==> src/swd_pkg.sv <==
// package for the single-wire debug command unit
package swd_pkg;

	// serial bit timing, in debug clock cycles
	localparam int unsigned SWD_BIT_SAMPLE = 10;
	localparam int unsigned SWD_LOW0_CYC = 13;
	localparam int unsigned SWD_SPEEDUP_AT = 7;
	localparam int unsigned SWD_DELAY_SLOT = 16;
	localparam int unsigned SWD_TIMEOUT = 512;
	localparam int unsigned SWD_SYNC_REQ = 128;
	localparam int unsigned SWD_SYNC_WAIT = 16;
	localparam int unsigned SWD_SYNC_LOW = 128;
	localparam int unsigned SWD_CNT_W = 10;

	// command codes
	localparam logic [7:0] SWD_CMD_ACK_ON = 8'hd5;
	localparam logic [7:0] SWD_CMD_ACK_OFF = 8'hd6;
	localparam logic [7:0] SWD_CMD_HALT = 8'h90;
	localparam logic [7:0] SWD_CMD_RD_STAT = 8'he4;
	localparam logic [7:0] SWD_CMD_WR_CTRL = 8'hc4;
	localparam logic [7:0] SWD_CMD_RD_BYTE = 8'he0;
	localparam logic [7:0] SWD_CMD_RD_BYTE_F = 8'he1;
	localparam logic [7:0] SWD_CMD_RD_LAST = 8'he8;
	localparam logic [7:0] SWD_CMD_WR_BYTE = 8'hc0;
	localparam logic [7:0] SWD_CMD_WR_BYTE_F = 8'hc1;
	localparam logic [7:0] SWD_CMD_RD_MATCH = 8'he2;
	localparam logic [7:0] SWD_CMD_WR_MATCH = 8'hc2;
	localparam logic [7:0] SWD_CMD_GO = 8'h08;
	localparam logic [7:0] SWD_CMD_GO_TAG = 8'h18;
	localparam logic [7:0] SWD_CMD_STEP = 8'h10;
	localparam logic [7:0] SWD_CMD_RD_ACC = 8'h68;
	localparam logic [7:0] SWD_CMD_RD_CCR = 8'h69;
	localparam logic [7:0] SWD_CMD_RD_PC = 8'h6b;
	localparam logic [7:0] SWD_CMD_RD_IDX = 8'h6c;
	localparam logic [7:0] SWD_CMD_RD_SP = 8'h6f;
	localparam logic [7:0] SWD_CMD_RD_NEXT = 8'h70;
	localparam logic [7:0] SWD_CMD_RD_NEXT_F = 8'h71;
	localparam logic [7:0] SWD_CMD_WR_ACC = 8'h48;
	localparam logic [7:0] SWD_CMD_WR_CCR = 8'h49;
	localparam logic [7:0] SWD_CMD_WR_PC = 8'h4b;
	localparam logic [7:0] SWD_CMD_WR_IDX = 8'h4c;
	localparam logic [7:0] SWD_CMD_WR_SP = 8'h4f;
	localparam logic [7:0] SWD_CMD_WR_NEXT = 8'h50;
	localparam logic [7:0] SWD_CMD_WR_NEXT_F = 8'h51;

	// debug_status_control bit positions
	localparam int unsigned SWD_B_PERMIT = 7;
	localparam int unsigned SWD_B_HALT = 6;
	localparam int unsigned SWD_B_BRK_EN = 5;
	localparam int unsigned SWD_B_FTS = 4;
	localparam int unsigned SWD_B_CLKSEL = 3;
	localparam int unsigned SWD_B_SLEEP = 2;
	localparam int unsigned SWD_B_SLEEPF = 1;
	localparam int unsigned SWD_B_SLOWF = 0;
	localparam logic [7:0] SWD_CTRL_RESET = 8'h00;
	localparam logic [15:0] SWD_MATCH_RESET = 16'h0000;

	// cpu register selectors on the debug access port
	typedef enum logic [2:0] {
		SWD_REG_ACC, SWD_REG_CCR, SWD_REG_PC, SWD_REG_IDX, SWD_REG_SP
	} swd_reg_t;

	// request from the command unit to the core
	typedef struct packed {
		logic mem_rd;
		logic mem_wr;
		logic reg_rd;
		logic reg_wr;
		swd_reg_t reg_sel;
		logic [15:0] addr;
		logic [15:0] wdata;
	} swd_req_t;

	// answer from the core; done is a one-cycle pulse
	typedef struct packed {
		logic done;
		logic fail;
		logic [15:0] rdata;
	} swd_rsp_t;

	// cpu status seen by the command unit
	typedef struct packed {
		logic halted;
		logic sleeping;
		logic [15:0] addr_bus;
		logic fetch;
		logic [15:0] idx;
	} swd_cpu_t;

endpackage : swd_pkg

==> src/swd_cmd_unit.sv <==
// single-wire debug command unit: serial link, decoder, breakpoint
// Summary of operation
// - commands open with an 8-bit code; all fields go msb first
// - addresses 16 bits, byte data 8, word and match data 16 bits
// - non-intrusive commands always accepted; active ones only when halted
// - 0x90 halts the core unless permit-halt is clear
// - 0xe4 reads and 0xc4 writes the status/control register
// - 0xe0 reads a byte at an address; 0xe1 returns status first
// - 0xe8 re-reads the last read address, status then data
// - 0xc0 writes a byte; 0xc1 also returns status after delay
// - 0xe2 reads and 0xc2 loads the match register, no delay slot
// - 0xd5 and 0xd6 enable and disable the acknowledge handshake
// - 0x08 and 0x18 resume; 0x10 steps one instruction then halts
// - 0x68,0x69 read acc and flags; 0x6b,0x6c,0x6f read pc, index, sp
// - 0x48,0x49,0x4b,0x4c,0x4f write those core registers
// - 0x70 bumps index then reads there; 0x71 adds status first
// - 0x50 bumps index then writes there; 0x51 adds status after
// - sync reply: wait high, 16 cycles, 128 low, one high pulse
// - forced breakpoint halts after any access to the match address
// - tagged breakpoint halts only when the tagged opcode executes
// - no breakpoint while break enable is 0; select bit 1 is forced
// - control write keeps status bits; permit-halt fixed while halted
// - 16 cycles per bit; 512 cycles without a falling edge aborts
// - sample at cycle 10; a returned 0 is 13 low then speedup
`timescale 1ns/1ps
module swd_cmd_unit
	import swd_pkg::*;
(
	input wire logic clk, // debug clock
	input wire logic rst_n, // async reset, active low
	input wire logic debug_line_in, // debug line level from pin
	output logic debug_line_out, // level driven onto the line
	output logic debug_line_oe_n, // low while driving the line
	output swd_pkg::swd_req_t core_req, // access request to the core
	input wire swd_pkg::swd_rsp_t core_rsp, // access answer from the core
	input wire swd_pkg::swd_cpu_t cpu_stat, // core status
	output logic halt_req, // request entry to halted mode
	output logic resume_req, // pulse: run user program
	output logic step_req, // pulse: run one instruction
	output logic tag_mark, // tag the opcode being fetched
	output logic ack_enable, // acknowledge handshake enabled
	output logic debug_clock_select // clock select control bit
);
	import swd_pkg::*;

	typedef enum {
		SWD_ST_CMD, SWD_ST_ADDR, SWD_ST_WDATA, SWD_ST_EXEC, SWD_ST_WAIT,
		SWD_ST_SEND
	} swd_state_t;

	// line synchroniser; stage one feeds only stage two
	logic line_s1_r, line_s2_r, line_prev_r;
	always_ff @(posedge clk or negedge rst_n) begin
		if (!rst_n) begin
			line_s1_r <= 1'b1;
			line_s2_r <= 1'b1;
			line_prev_r <= 1'b1;
		end else begin
			line_s1_r <= debug_line_in;
			line_s2_r <= line_s1_r;
			line_prev_r <= line_s2_r;
		end
	end
	wire fall = line_prev_r & ~line_s2_r;

	// bit clock; counts from each host falling edge
	logic [SWD_CNT_W-1:0] bit_cnt_r, idle_cnt_r, low_cnt_r;
	logic in_bit_r;
	always_ff @(posedge clk or negedge rst_n) begin
		if (!rst_n) begin
			bit_cnt_r <= '0;
			in_bit_r <= 1'b0;
		end else if (fall) begin
			bit_cnt_r <= '0;
			in_bit_r <= 1'b1;
		end else if (in_bit_r) begin
			bit_cnt_r <= bit_cnt_r + 1'b1;
			if (bit_cnt_r == SWD_CNT_W'(SWD_LOW0_CYC + 1))
				in_bit_r <= 1'b0;
		end
	end
	wire sample = in_bit_r && bit_cnt_r == SWD_CNT_W'(SWD_BIT_SAMPLE - 1);

	// timeout between host falling edges
	always_ff @(posedge clk or negedge rst_n) begin
		if (!rst_n)
			idle_cnt_r <= '0;
		else if (fall)
			idle_cnt_r <= '0;
		else if (idle_cnt_r != SWD_CNT_W'(SWD_TIMEOUT - 1))
			idle_cnt_r <= idle_cnt_r + 1'b1;
	end
	wire timeout = idle_cnt_r == SWD_CNT_W'(SWD_TIMEOUT - 2);

	// sync request: long host low, then wait for high, delay, reply
	logic sync_seen_r, sync_act_r;
	logic [7:0] sync_cnt_r;
	logic [1:0] sync_ph_r;
	always_ff @(posedge clk or negedge rst_n) begin
		if (!rst_n) begin
			low_cnt_r <= '0;
			sync_seen_r <= 1'b0;
		end else begin
			if (line_s2_r)
				low_cnt_r <= '0;
			else if (low_cnt_r != SWD_CNT_W'(SWD_SYNC_REQ))
				low_cnt_r <= low_cnt_r + 1'b1;
			// our own reply low must not retrigger a request
			if (sync_act_r)
				sync_seen_r <= 1'b0;
			else if (!line_s2_r && low_cnt_r == SWD_CNT_W'(SWD_SYNC_REQ))
				sync_seen_r <= 1'b1;
		end
	end
	// reply phases: 1 wait high while inactive, then delay; 2 low, 3 speedup
	always_ff @(posedge clk or negedge rst_n) begin
		if (!rst_n) begin
			sync_act_r <= 1'b0;
			sync_ph_r <= 2'h0;
			sync_cnt_r <= 8'h00;
		end else if (!sync_act_r) begin
			sync_act_r <= sync_seen_r & line_s2_r;
			sync_ph_r <= 2'h1;
			sync_cnt_r <= 8'h00;
		end else begin
			sync_cnt_r <= sync_cnt_r + 8'h01;
			case (sync_ph_r)
			2'h1: if (sync_cnt_r == 8'(SWD_SYNC_WAIT - 1)) begin
				sync_ph_r <= 2'h2;
				sync_cnt_r <= 8'h00;
			end
			2'h2: if (sync_cnt_r == 8'(SWD_SYNC_LOW - 1)) begin
				sync_ph_r <= 2'h3;
				sync_cnt_r <= 8'h00;
			end
			default: sync_act_r <= 1'b0;
			endcase
		end
	end

	// command engine state
	swd_state_t st_r;
	logic [7:0] cmd_r, ctrl_r;
	logic [15:0] sh_r, match_r, last_addr_r, rdata_r;
	logic [4:0] nbits_r;
	logic [5:0] tx_bits_r;
	logic [23:0] tx_r;
	logic [SWD_CNT_W-1:0] dly_r;
	logic tx_bit_r;

	wire is_active = cmd_r[7:6] == 2'b00 || cmd_r[7:4] == 4'h4
		|| cmd_r[7:4] == 4'h5 || cmd_r[7:4] == 4'h6 || cmd_r[7:4] == 4'h7;
	wire has_addr = cmd_r == SWD_CMD_RD_BYTE || cmd_r == SWD_CMD_RD_BYTE_F
		|| cmd_r == SWD_CMD_WR_BYTE || cmd_r == SWD_CMD_WR_BYTE_F;
	wire wide_in = cmd_r == SWD_CMD_WR_PC || cmd_r == SWD_CMD_WR_IDX
		|| cmd_r == SWD_CMD_WR_SP || cmd_r == SWD_CMD_WR_MATCH;
	wire has_wdata = cmd_r == SWD_CMD_WR_BYTE || cmd_r == SWD_CMD_WR_BYTE_F
		|| cmd_r[7:4] == 4'h4 || cmd_r[7:4] == 4'h5
		|| cmd_r == SWD_CMD_WR_CTRL || cmd_r == SWD_CMD_WR_MATCH;
	wire with_stat = cmd_r == SWD_CMD_RD_BYTE_F || cmd_r == SWD_CMD_RD_LAST
		|| cmd_r == SWD_CMD_WR_BYTE_F || cmd_r == SWD_CMD_RD_NEXT_F
		|| cmd_r == SWD_CMD_WR_NEXT_F;
	wire [15:0] idx_next = cpu_stat.idx + 16'h0001;
	wire [7:0] status = {ctrl_r[SWD_B_PERMIT], cpu_stat.halted,
		ctrl_r[5:3], cpu_stat.sleeping, ctrl_r[SWD_B_SLEEPF], 1'b0};

	// serial command sequencer
	always_ff @(posedge clk or negedge rst_n) begin
		if (!rst_n) begin
			st_r <= SWD_ST_CMD;
			cmd_r <= 8'h00;
			sh_r <= 16'h0000;
			nbits_r <= 5'h00;
			tx_bits_r <= 6'h00;
			tx_r <= 24'h000000;
			dly_r <= '0;
			core_req <= '0;
			rdata_r <= 16'h0000;
			last_addr_r <= 16'h0000;
			tx_bit_r <= 1'b1;
		end else if (timeout || sync_seen_r || sync_act_r) begin
			st_r <= SWD_ST_CMD;
			nbits_r <= 5'h00;
			tx_bits_r <= 6'h00;
			core_req <= '0;
		end else begin
			core_req.mem_rd <= 1'b0;
			core_req.mem_wr <= 1'b0;
			core_req.reg_rd <= 1'b0;
			core_req.reg_wr <= 1'b0;
			// late answers still land; re-read data arrives during send
			if (core_rsp.done)
				rdata_r <= core_rsp.rdata;
			case (st_r)
			SWD_ST_CMD: if (sample) begin
				sh_r <= {sh_r[14:0], line_s2_r};
				nbits_r <= nbits_r + 5'h01;
				if (nbits_r == 5'd7) begin
					cmd_r <= {sh_r[6:0], line_s2_r};
					nbits_r <= 5'h00;
					st_r <= SWD_ST_EXEC;
				end
			end
			SWD_ST_EXEC: begin
				// route decoded command to its next field
				if (is_active && !cpu_stat.halted)
					st_r <= SWD_ST_CMD;
				else if (has_addr)
					st_r <= SWD_ST_ADDR;
				else if (has_wdata)
					st_r <= SWD_ST_WDATA;
				else
					st_r <= SWD_ST_WAIT;
				dly_r <= '0;
			end
			SWD_ST_ADDR: if (sample) begin
				sh_r <= {sh_r[14:0], line_s2_r};
				nbits_r <= nbits_r + 5'h01;
				if (nbits_r == 5'd15) begin
					core_req.addr <= {sh_r[14:0], line_s2_r};
					nbits_r <= 5'h00;
					st_r <= has_wdata ? SWD_ST_WDATA : SWD_ST_WAIT;
				end
			end
			SWD_ST_WDATA: if (sample) begin
				sh_r <= {sh_r[14:0], line_s2_r};
				nbits_r <= nbits_r + 5'h01;
				if (nbits_r == (wide_in ? 5'd15 : 5'd7)) begin
					core_req.wdata <= {sh_r[14:0], line_s2_r};
					nbits_r <= 5'h00;
					st_r <= SWD_ST_WAIT;
				end
			end
			SWD_ST_WAIT: begin
				// delay slot: issue access once, collect answer
				dly_r <= dly_r + 1'b1;
				if (dly_r == '0) begin
					case (cmd_r)
					SWD_CMD_RD_BYTE, SWD_CMD_RD_BYTE_F: begin
						core_req.mem_rd <= 1'b1;
						last_addr_r <= core_req.addr;
					end
					SWD_CMD_RD_LAST: begin
						core_req.mem_rd <= 1'b1;
						core_req.addr <= last_addr_r;
					end
					SWD_CMD_WR_BYTE, SWD_CMD_WR_BYTE_F:
						core_req.mem_wr <= 1'b1;
					SWD_CMD_RD_NEXT, SWD_CMD_RD_NEXT_F: begin
						core_req.mem_rd <= 1'b1;
						core_req.addr <= idx_next;
						last_addr_r <= idx_next;
					end
					SWD_CMD_WR_NEXT, SWD_CMD_WR_NEXT_F: begin
						core_req.mem_wr <= 1'b1;
						core_req.addr <= idx_next;
					end
					SWD_CMD_RD_ACC, SWD_CMD_RD_CCR, SWD_CMD_RD_PC,
					SWD_CMD_RD_IDX, SWD_CMD_RD_SP:
						core_req.reg_rd <= 1'b1;
					SWD_CMD_WR_ACC, SWD_CMD_WR_CCR, SWD_CMD_WR_PC,
					SWD_CMD_WR_IDX, SWD_CMD_WR_SP:
						core_req.reg_wr <= 1'b1;
					default: ;
					endcase
					case (cmd_r[3:0])
					4'h8: core_req.reg_sel <= SWD_REG_ACC;
					4'h9: core_req.reg_sel <= SWD_REG_CCR;
					4'hb: core_req.reg_sel <= SWD_REG_PC;
					4'hc: core_req.reg_sel <= SWD_REG_IDX;
					default: core_req.reg_sel <= SWD_REG_SP;
					endcase
				end
				// match, status and re-read commands have no delay slot
				if (cmd_r == SWD_CMD_RD_STAT || cmd_r == SWD_CMD_RD_MATCH
					|| cmd_r == SWD_CMD_RD_LAST
					|| cmd_r == SWD_CMD_WR_CTRL || cmd_r == SWD_CMD_WR_MATCH
					|| dly_r == SWD_CNT_W'(SWD_DELAY_SLOT - 1)) begin
					st_r <= SWD_ST_SEND;
				end
			end
			SWD_ST_SEND: begin
				// load reply once, then shift on each host bit
				if (tx_bits_r == 6'h00 && nbits_r == 5'h00) begin
					nbits_r <= 5'h01;
					case (cmd_r)
					SWD_CMD_RD_STAT: begin
						tx_r <= {status, 16'h0000};
						tx_bits_r <= 6'd8;
					end
					SWD_CMD_RD_MATCH: begin
						tx_r <= {match_r, 8'h00};
						tx_bits_r <= 6'd16;
					end
					SWD_CMD_RD_BYTE, SWD_CMD_RD_NEXT, SWD_CMD_RD_ACC,
					SWD_CMD_RD_CCR: begin
						tx_r <= {rdata_r[7:0], 16'h0000};
						tx_bits_r <= 6'd8;
					end
					SWD_CMD_RD_PC, SWD_CMD_RD_IDX, SWD_CMD_RD_SP: begin
						tx_r <= {rdata_r, 8'h00};
						tx_bits_r <= 6'd16;
					end
					SWD_CMD_RD_BYTE_F, SWD_CMD_RD_LAST, SWD_CMD_RD_NEXT_F: begin
						tx_r <= {status, rdata_r[7:0], 8'h00};
						tx_bits_r <= 6'd16;
					end
					SWD_CMD_WR_BYTE_F, SWD_CMD_WR_NEXT_F: begin
						tx_r <= {status, 16'h0000};
						tx_bits_r <= 6'd8;
					end
					default: begin
						nbits_r <= 5'h00;
						st_r <= SWD_ST_CMD;
					end
					endcase
				end else if (tx_bits_r == 6'h00) begin
					// hold until the last bit's drive is over
					if (!in_bit_r) begin
						nbits_r <= 5'h00;
						st_r <= SWD_ST_CMD;
					end
				end else if (fall) begin
					tx_bit_r <= tx_r[23];
					tx_bits_r <= tx_bits_r - 6'h01;
					// status gone: re-read data is in by now
					if (cmd_r == SWD_CMD_RD_LAST && tx_bits_r == 6'd9)
						tx_r <= {rdata_r[7:0], 16'h0000};
					else
						tx_r <= {tx_r[22:0], 1'b0};
				end
			end
			default: st_r <= SWD_ST_CMD;
			endcase
		end
	end
	wire fin = st_r == SWD_ST_WAIT && dly_r == SWD_CNT_W'(SWD_DELAY_SLOT - 1);
	wire fin_nd = st_r == SWD_ST_WAIT && dly_r == '0;

	// status/control register and breakpoint match register
	always_ff @(posedge clk or negedge rst_n) begin
		if (!rst_n) begin
			ctrl_r <= SWD_CTRL_RESET;
			match_r <= SWD_MATCH_RESET;
		end else begin
			if (fin_nd && cmd_r == SWD_CMD_WR_CTRL) begin
				if (!cpu_stat.halted)
					ctrl_r[SWD_B_PERMIT] <= core_req.wdata[SWD_B_PERMIT];
				ctrl_r[5:3] <= core_req.wdata[5:3];
			end
			if (fin_nd && cmd_r == SWD_CMD_WR_MATCH)
				match_r <= core_req.wdata;
			// sleep conflict is set by failed access; set wins
			if (core_rsp.done && core_rsp.fail)
				ctrl_r[SWD_B_SLEEPF] <= 1'b1;
			else if (fin && cmd_r == SWD_CMD_HALT)
				ctrl_r[SWD_B_SLEEPF] <= 1'b0;
		end
	end

	// run control, acknowledge mode and breakpoint
	wire brk_hit = ctrl_r[SWD_B_BRK_EN] && cpu_stat.addr_bus == match_r;
	always_ff @(posedge clk or negedge rst_n) begin
		if (!rst_n) begin
			halt_req <= 1'b0;
			resume_req <= 1'b0;
			step_req <= 1'b0;
			tag_mark <= 1'b0;
			ack_enable <= 1'b0;
			debug_clock_select <= 1'b0;
		end else begin
			resume_req <= fin && (cmd_r == SWD_CMD_GO
				|| cmd_r == SWD_CMD_GO_TAG);
			step_req <= fin && cmd_r == SWD_CMD_STEP;
			tag_mark <= brk_hit && !ctrl_r[SWD_B_FTS] && cpu_stat.fetch;
			debug_clock_select <= ctrl_r[SWD_B_CLKSEL];
			if (fin && cmd_r == SWD_CMD_HALT && ctrl_r[SWD_B_PERMIT])
				halt_req <= 1'b1;
			else if (brk_hit && ctrl_r[SWD_B_FTS] && !cpu_stat.halted)
				halt_req <= 1'b1;
			else if (cpu_stat.halted)
				halt_req <= 1'b0;
			if (fin && cmd_r == SWD_CMD_ACK_ON)
				ack_enable <= 1'b1;
			else if (fin && cmd_r == SWD_CMD_ACK_OFF)
				ack_enable <= 1'b0;
		end
	end

	// line driver: returned bits and sync reply
	wire tx_on = st_r == SWD_ST_SEND && in_bit_r && nbits_r != 5'h00;
	always_ff @(posedge clk or negedge rst_n) begin
		if (!rst_n) begin
			debug_line_out <= 1'b1;
			debug_line_oe_n <= 1'b1;
		end else if (sync_act_r && sync_ph_r != 2'h1) begin
			debug_line_out <= sync_ph_r == 2'h3;
			debug_line_oe_n <= 1'b0;
		end else if (tx_on && !tx_bit_r && bit_cnt_r < SWD_CNT_W'(SWD_LOW0_CYC)) begin
			debug_line_out <= 1'b0;
			debug_line_oe_n <= 1'b0;
		end else if (tx_on && (tx_bit_r ? bit_cnt_r == SWD_CNT_W'(SWD_SPEEDUP_AT)
			: bit_cnt_r == SWD_CNT_W'(SWD_LOW0_CYC))) begin
			debug_line_out <= 1'b1;
			debug_line_oe_n <= 1'b0;
		end else begin
			debug_line_out <= 1'b1;
			debug_line_oe_n <= 1'b1;
		end
	end

endmodule : swd_cmd_unit

==> config.mk <==
export PLATFORM = sky130hd
export DESIGN_NAME = swd_cmd_unit
export DESIGN_NICKNAME = d
export VERILOG_FILES = /design/src/swd_pkg.sv /design/src/swd_cmd_unit.sv
export SDC_FILE = /design/constraint.sdc
export NUM_CORES = 1
export LEC_CHECK = 0
export BUFFER_PORTS_ARGS = -buffer_cell sky130_fd_sc_hd__buf_2
export CAP_MARGIN = 20
export CORE_UTILIZATION = 40
export DETAILED_ROUTE_END_ITERATION = 7
export PLACE_DENSITY = 0.67
export SLEW_MARGIN = 20
export SYNTH_ARGS = -nofsm -noshare
export SYNTH_HDL_FRONTEND = slang
export SYNTH_SLANG_ARGS = --single-unit
export TNS_END_PERCENT = 1
==> constraint.sdc <==
create_clock -name clk -period 3.7 [get_ports clk]
set_input_delay 0.185 -clock clk [delete_from_list [all_inputs] [get_ports clk]]
set_output_delay 0.185 -clock clk [all_outputs]
set_load 0.05 [all_outputs]
==> results by group <==
Status
  – Status: complete, no violations

Timing
  – RSZ-0062 raised after global routing: false
  – Total negative slack: 0 ns
  – Final hold slack: 0.06223 ns
  – Slew headroom: 39.72%
  – Fmax: 0.3372 GHz
  – Final worst slack: 0.7343 ns
  – Final min period: 2.966 ns
  – Hold Vio Cnt, Final: 0
  – Clock skew: between 0.02 and 0.025 ns
  – Setup-failing EPs final: 0
  – Slew @ Worst Pin: 0.9042 ns
  – Max Slew Vio Count: 0
  – Fin crit share: 80.15%

Power and ir drop
  – P_sw: 2.003 mW
  – Power share of the clock group: 33.8%
  – LEAKAGE: 5.980 nW
  – Switching portion of total power: 31.19%
  – Part of the power in registers: between 40% and 50%
  – Comb power frac: 21.9%
  – Worst-case vdd ir drop: 0.3563 mV
  – Internal: 4.419 mW
  – Power per standard cell area: 493.7 nW/µm²

Cells and area
  – # fillers: 2,574
  – Multi-input logic area: 5503 µm²
  – Commonest cells after routing, fill and taps aside: dfrtp_1 (204), nor2_1 (136), buf_2 (101)
  – Storage element area: around 5300 µm²
  – Most common cell after layout, fill and taps aside: dfrtp_1
  – Total inserted antenna cells: 0
  – Synthesis-to-finish area growth: 16.53%
  – Post-Layout Inst Area: 13,010 µm²
  – Layout cells sized above 1: 20.21%
  – Final core occ: ~48%
  – Nets: 1,316

Route
  – Initial DRC count: 738
  – DR pass1 iterations: 5
  – Vias/cell: around 5.6
  – Drt total wl: 29,220 µm
  – Via count: 9,088
  – DRC: 0
  – Avg WL per Cell: 17.99 µm
  – Antenna Nets Post-Route: 0

GRT
  – Pin count of the biggest net entering global routing: 107
  – All-Layer GR Usage: about 21%
  – Initial antenna violation count: 0
  – First-pass GRT wire length: roughly 48,000 µm
  – Grt ovf: 0
  – Vias in the first global route: 8,664

Setup path
  – R2r worst-path depth: 7
  – Reg2reg start: tx_bits_r[0]
  – Crit-path max FO: 8
  – Startpoint types: register
  – CP arrival: roughly 3.4 ns
  – RR Endpoint: tx_r[19]
  – Data required, critical path: 4.12 ns
  – Register-to-register path setup slack: 0.73 ns
  – Worst setup EP type: register
  – CP Class: reg2reg

Yosys
  – Synth top area share: a little under half
  – Top FF cell, synth: dfrtp_1
  – Yosys top cell by area: dfrtp_1
  – Post-synth cell types: a little under 80
  – #FFs+latches synth: 210
  – Seq/Total Area, Yosys: 47.14%
  – Top cells by area, synth: dfrtp_1 (46%), mux2_2 (6.4%), nor2_1 (4.6%)
  – Synth Cell Area: 11,160 µm²
  – Post-synth ARST share: 100.0%
  – EDFF count, synth: 0
  – Synth Area per Inst: 9.888 µm²
  – Mapped Nets: approximately 1,200
  – Yosys warns: 0
  – Mapped Cells: 1,129

Floorplanning
  – Core area: about 27,000 µm²
  – Die H: 169.1 µm
  – Die area: 28,580 µm²
  – Core Rows: 60
  – Die X: 169.1 µm
  – Initial core utilization: 41.08%
  – IO Pins: around 100

Clock tree
  – Clk_lat worst skew: 0.52 ns
  – Postcts setup bufs: 0
  – H-Tree Depth: 1
  – Clock Sink Count: 210
  – Clk root buf: clkbuf_16
  – CTS max path bufs: 3
  – CTS tree: yes
  – Clock slew at reported path FFs: around 0.06 ns
  – Cts bufs inserted: 23

Placement
  – Setup WS pre-CTS: ~0.73 ns
  – Gpl congestion: 0.9038
  – Placement-stage cell area: 12,080 µm²
  – IO Port Bufs: 102
  – Dpl hpwl: about 20,000 µm

Min path
  – Min-delay src: cpu_stat[0]
  – Hold Path Sink: last_addr_r[0]
  – Hold WC Path Type: in2reg
  – Hold depth: 4

Run
  – Maximum Capacitance Violations: 0
==> power by group through the flow <==
stage	logic, mW	registers [mW]	clock network [mW]
3_3_place_gp	1.36	2.86	0
2_1_floorplan	1.02	2.81	0
3_5_place_dp	1.38	2.87	0
5_1_grt	1.59	2.88	2.32
6_report	1.41	2.84	2.17
4_1_cts	1.41	2.83	2.22
==> cell type report <==
type | instances | share of cell area [%]
multi-input combinational | 818 | 42.30
timing repair buffer | 145 | 7.108
clock inverter | 7 | 0.4905
tap | 372 | 3.578
clock buffer | 31 | 4.886
inverter | 41 | 1.183
sequential | 210 | 40.45
==> worst max path at each step <==
stage	startpoint	to	slack [ns]
after floorplan	tx_bits_r[0]	tx_r[10]	1.07
after global placement	tx_bits_r[0]	tx_r[9]	0.85
after detailed placement	tx_bits_r[0]	tx_r[9]	0.73
after CTS	tx_bits_r[0]	tx_r[9]	0.76
after global routing	tx_bits_r[0]	tx_r[9]	0.47
final	tx_bits_r[0]	tx_r[19]	0.73
==> repair_timing <==
action,CTS,global route
hold buffers,23,0
endpoints found under the hold margin,122,0
resized for setup,0,0
==> flip-flops by register name, summed over array words and instances, names as in the netlist, 15 cells and up <==
name / count
last_addr_r: 16
tx_r: 16
core_req: 39
match_r: 16
rdata_r: 16
sh_r: 15
==> cells by family after synthesis <==
kind of cell,synth area share [%]
compound gates,15.14
buf+inv,3.631
xor+xnor,5.021
flops,47.14
simple gates,18.02
fa+ha+maj,2.443
mux,8.597
==> layer usage <==
| layer | share of wire [%] | GRT usage [%] | vias up |
|---|---|---|---|
| met3 | 5.3 | 3.086 | 54 |
| met4 | 2.4 | 5.366 | 0 |
| met2 | 48 | 33.38 | 290 |
| met1 | 45 | 29.35 | 4453 |
| met5 | 0 | 0 | - |
| li1 | - | - | 4291 |
==> synth_stat cells, types with 4 or more instances <==
cell type  number
nor3_1         23
buf_1           4
dfrtp_1       204
nand2b_1       14
o21ai_0        45
nor2_1        137
buf_2           6
a221oi_1       12
nand2_1        70
nor4b_1         5
nand4_1        24
o21bai_1        4
and3_1         17
a21oi_1        70
a221oi_2        5
nor2b_1        10
o31ai_1        11
inv_1          41
a31oi_1         9
and3b_1         5
a211oi_1       34
nand3_1        38
o22ai_1         6
a22oi_1         7
dfstp_2         6
nor3b_1         6
ha_1           21
mux2_2         63
or3_1           6
clkbuf_1       47
or2_2           4
and4_1          4
xor2_1         21
mux2i_1        25
nor4_1          8
a22o_1          9
xnor2_1        43
==> critical path, cell delays in order, from the launching register on <==
cell      delay (ns)
dfrtp_1         0.40
inv_1           0.10
ha_1            0.19
or3b_2          0.54
or3_1           0.54
nor3_1          0.61
nand2b_1        0.28
o21bai_1        0.21
==> through the flow <==
stage          cells  power, mW
2_1_floorplan   1129      3.834
6_report        1624      6.422
3_5_place_dp    1563      4.248
3_3_place_gp    1563      4.224
4_1_cts         1624      6.457
5_1_grt         1624      6.790
No activity file was read; power rests on OpenSTA's default activity.
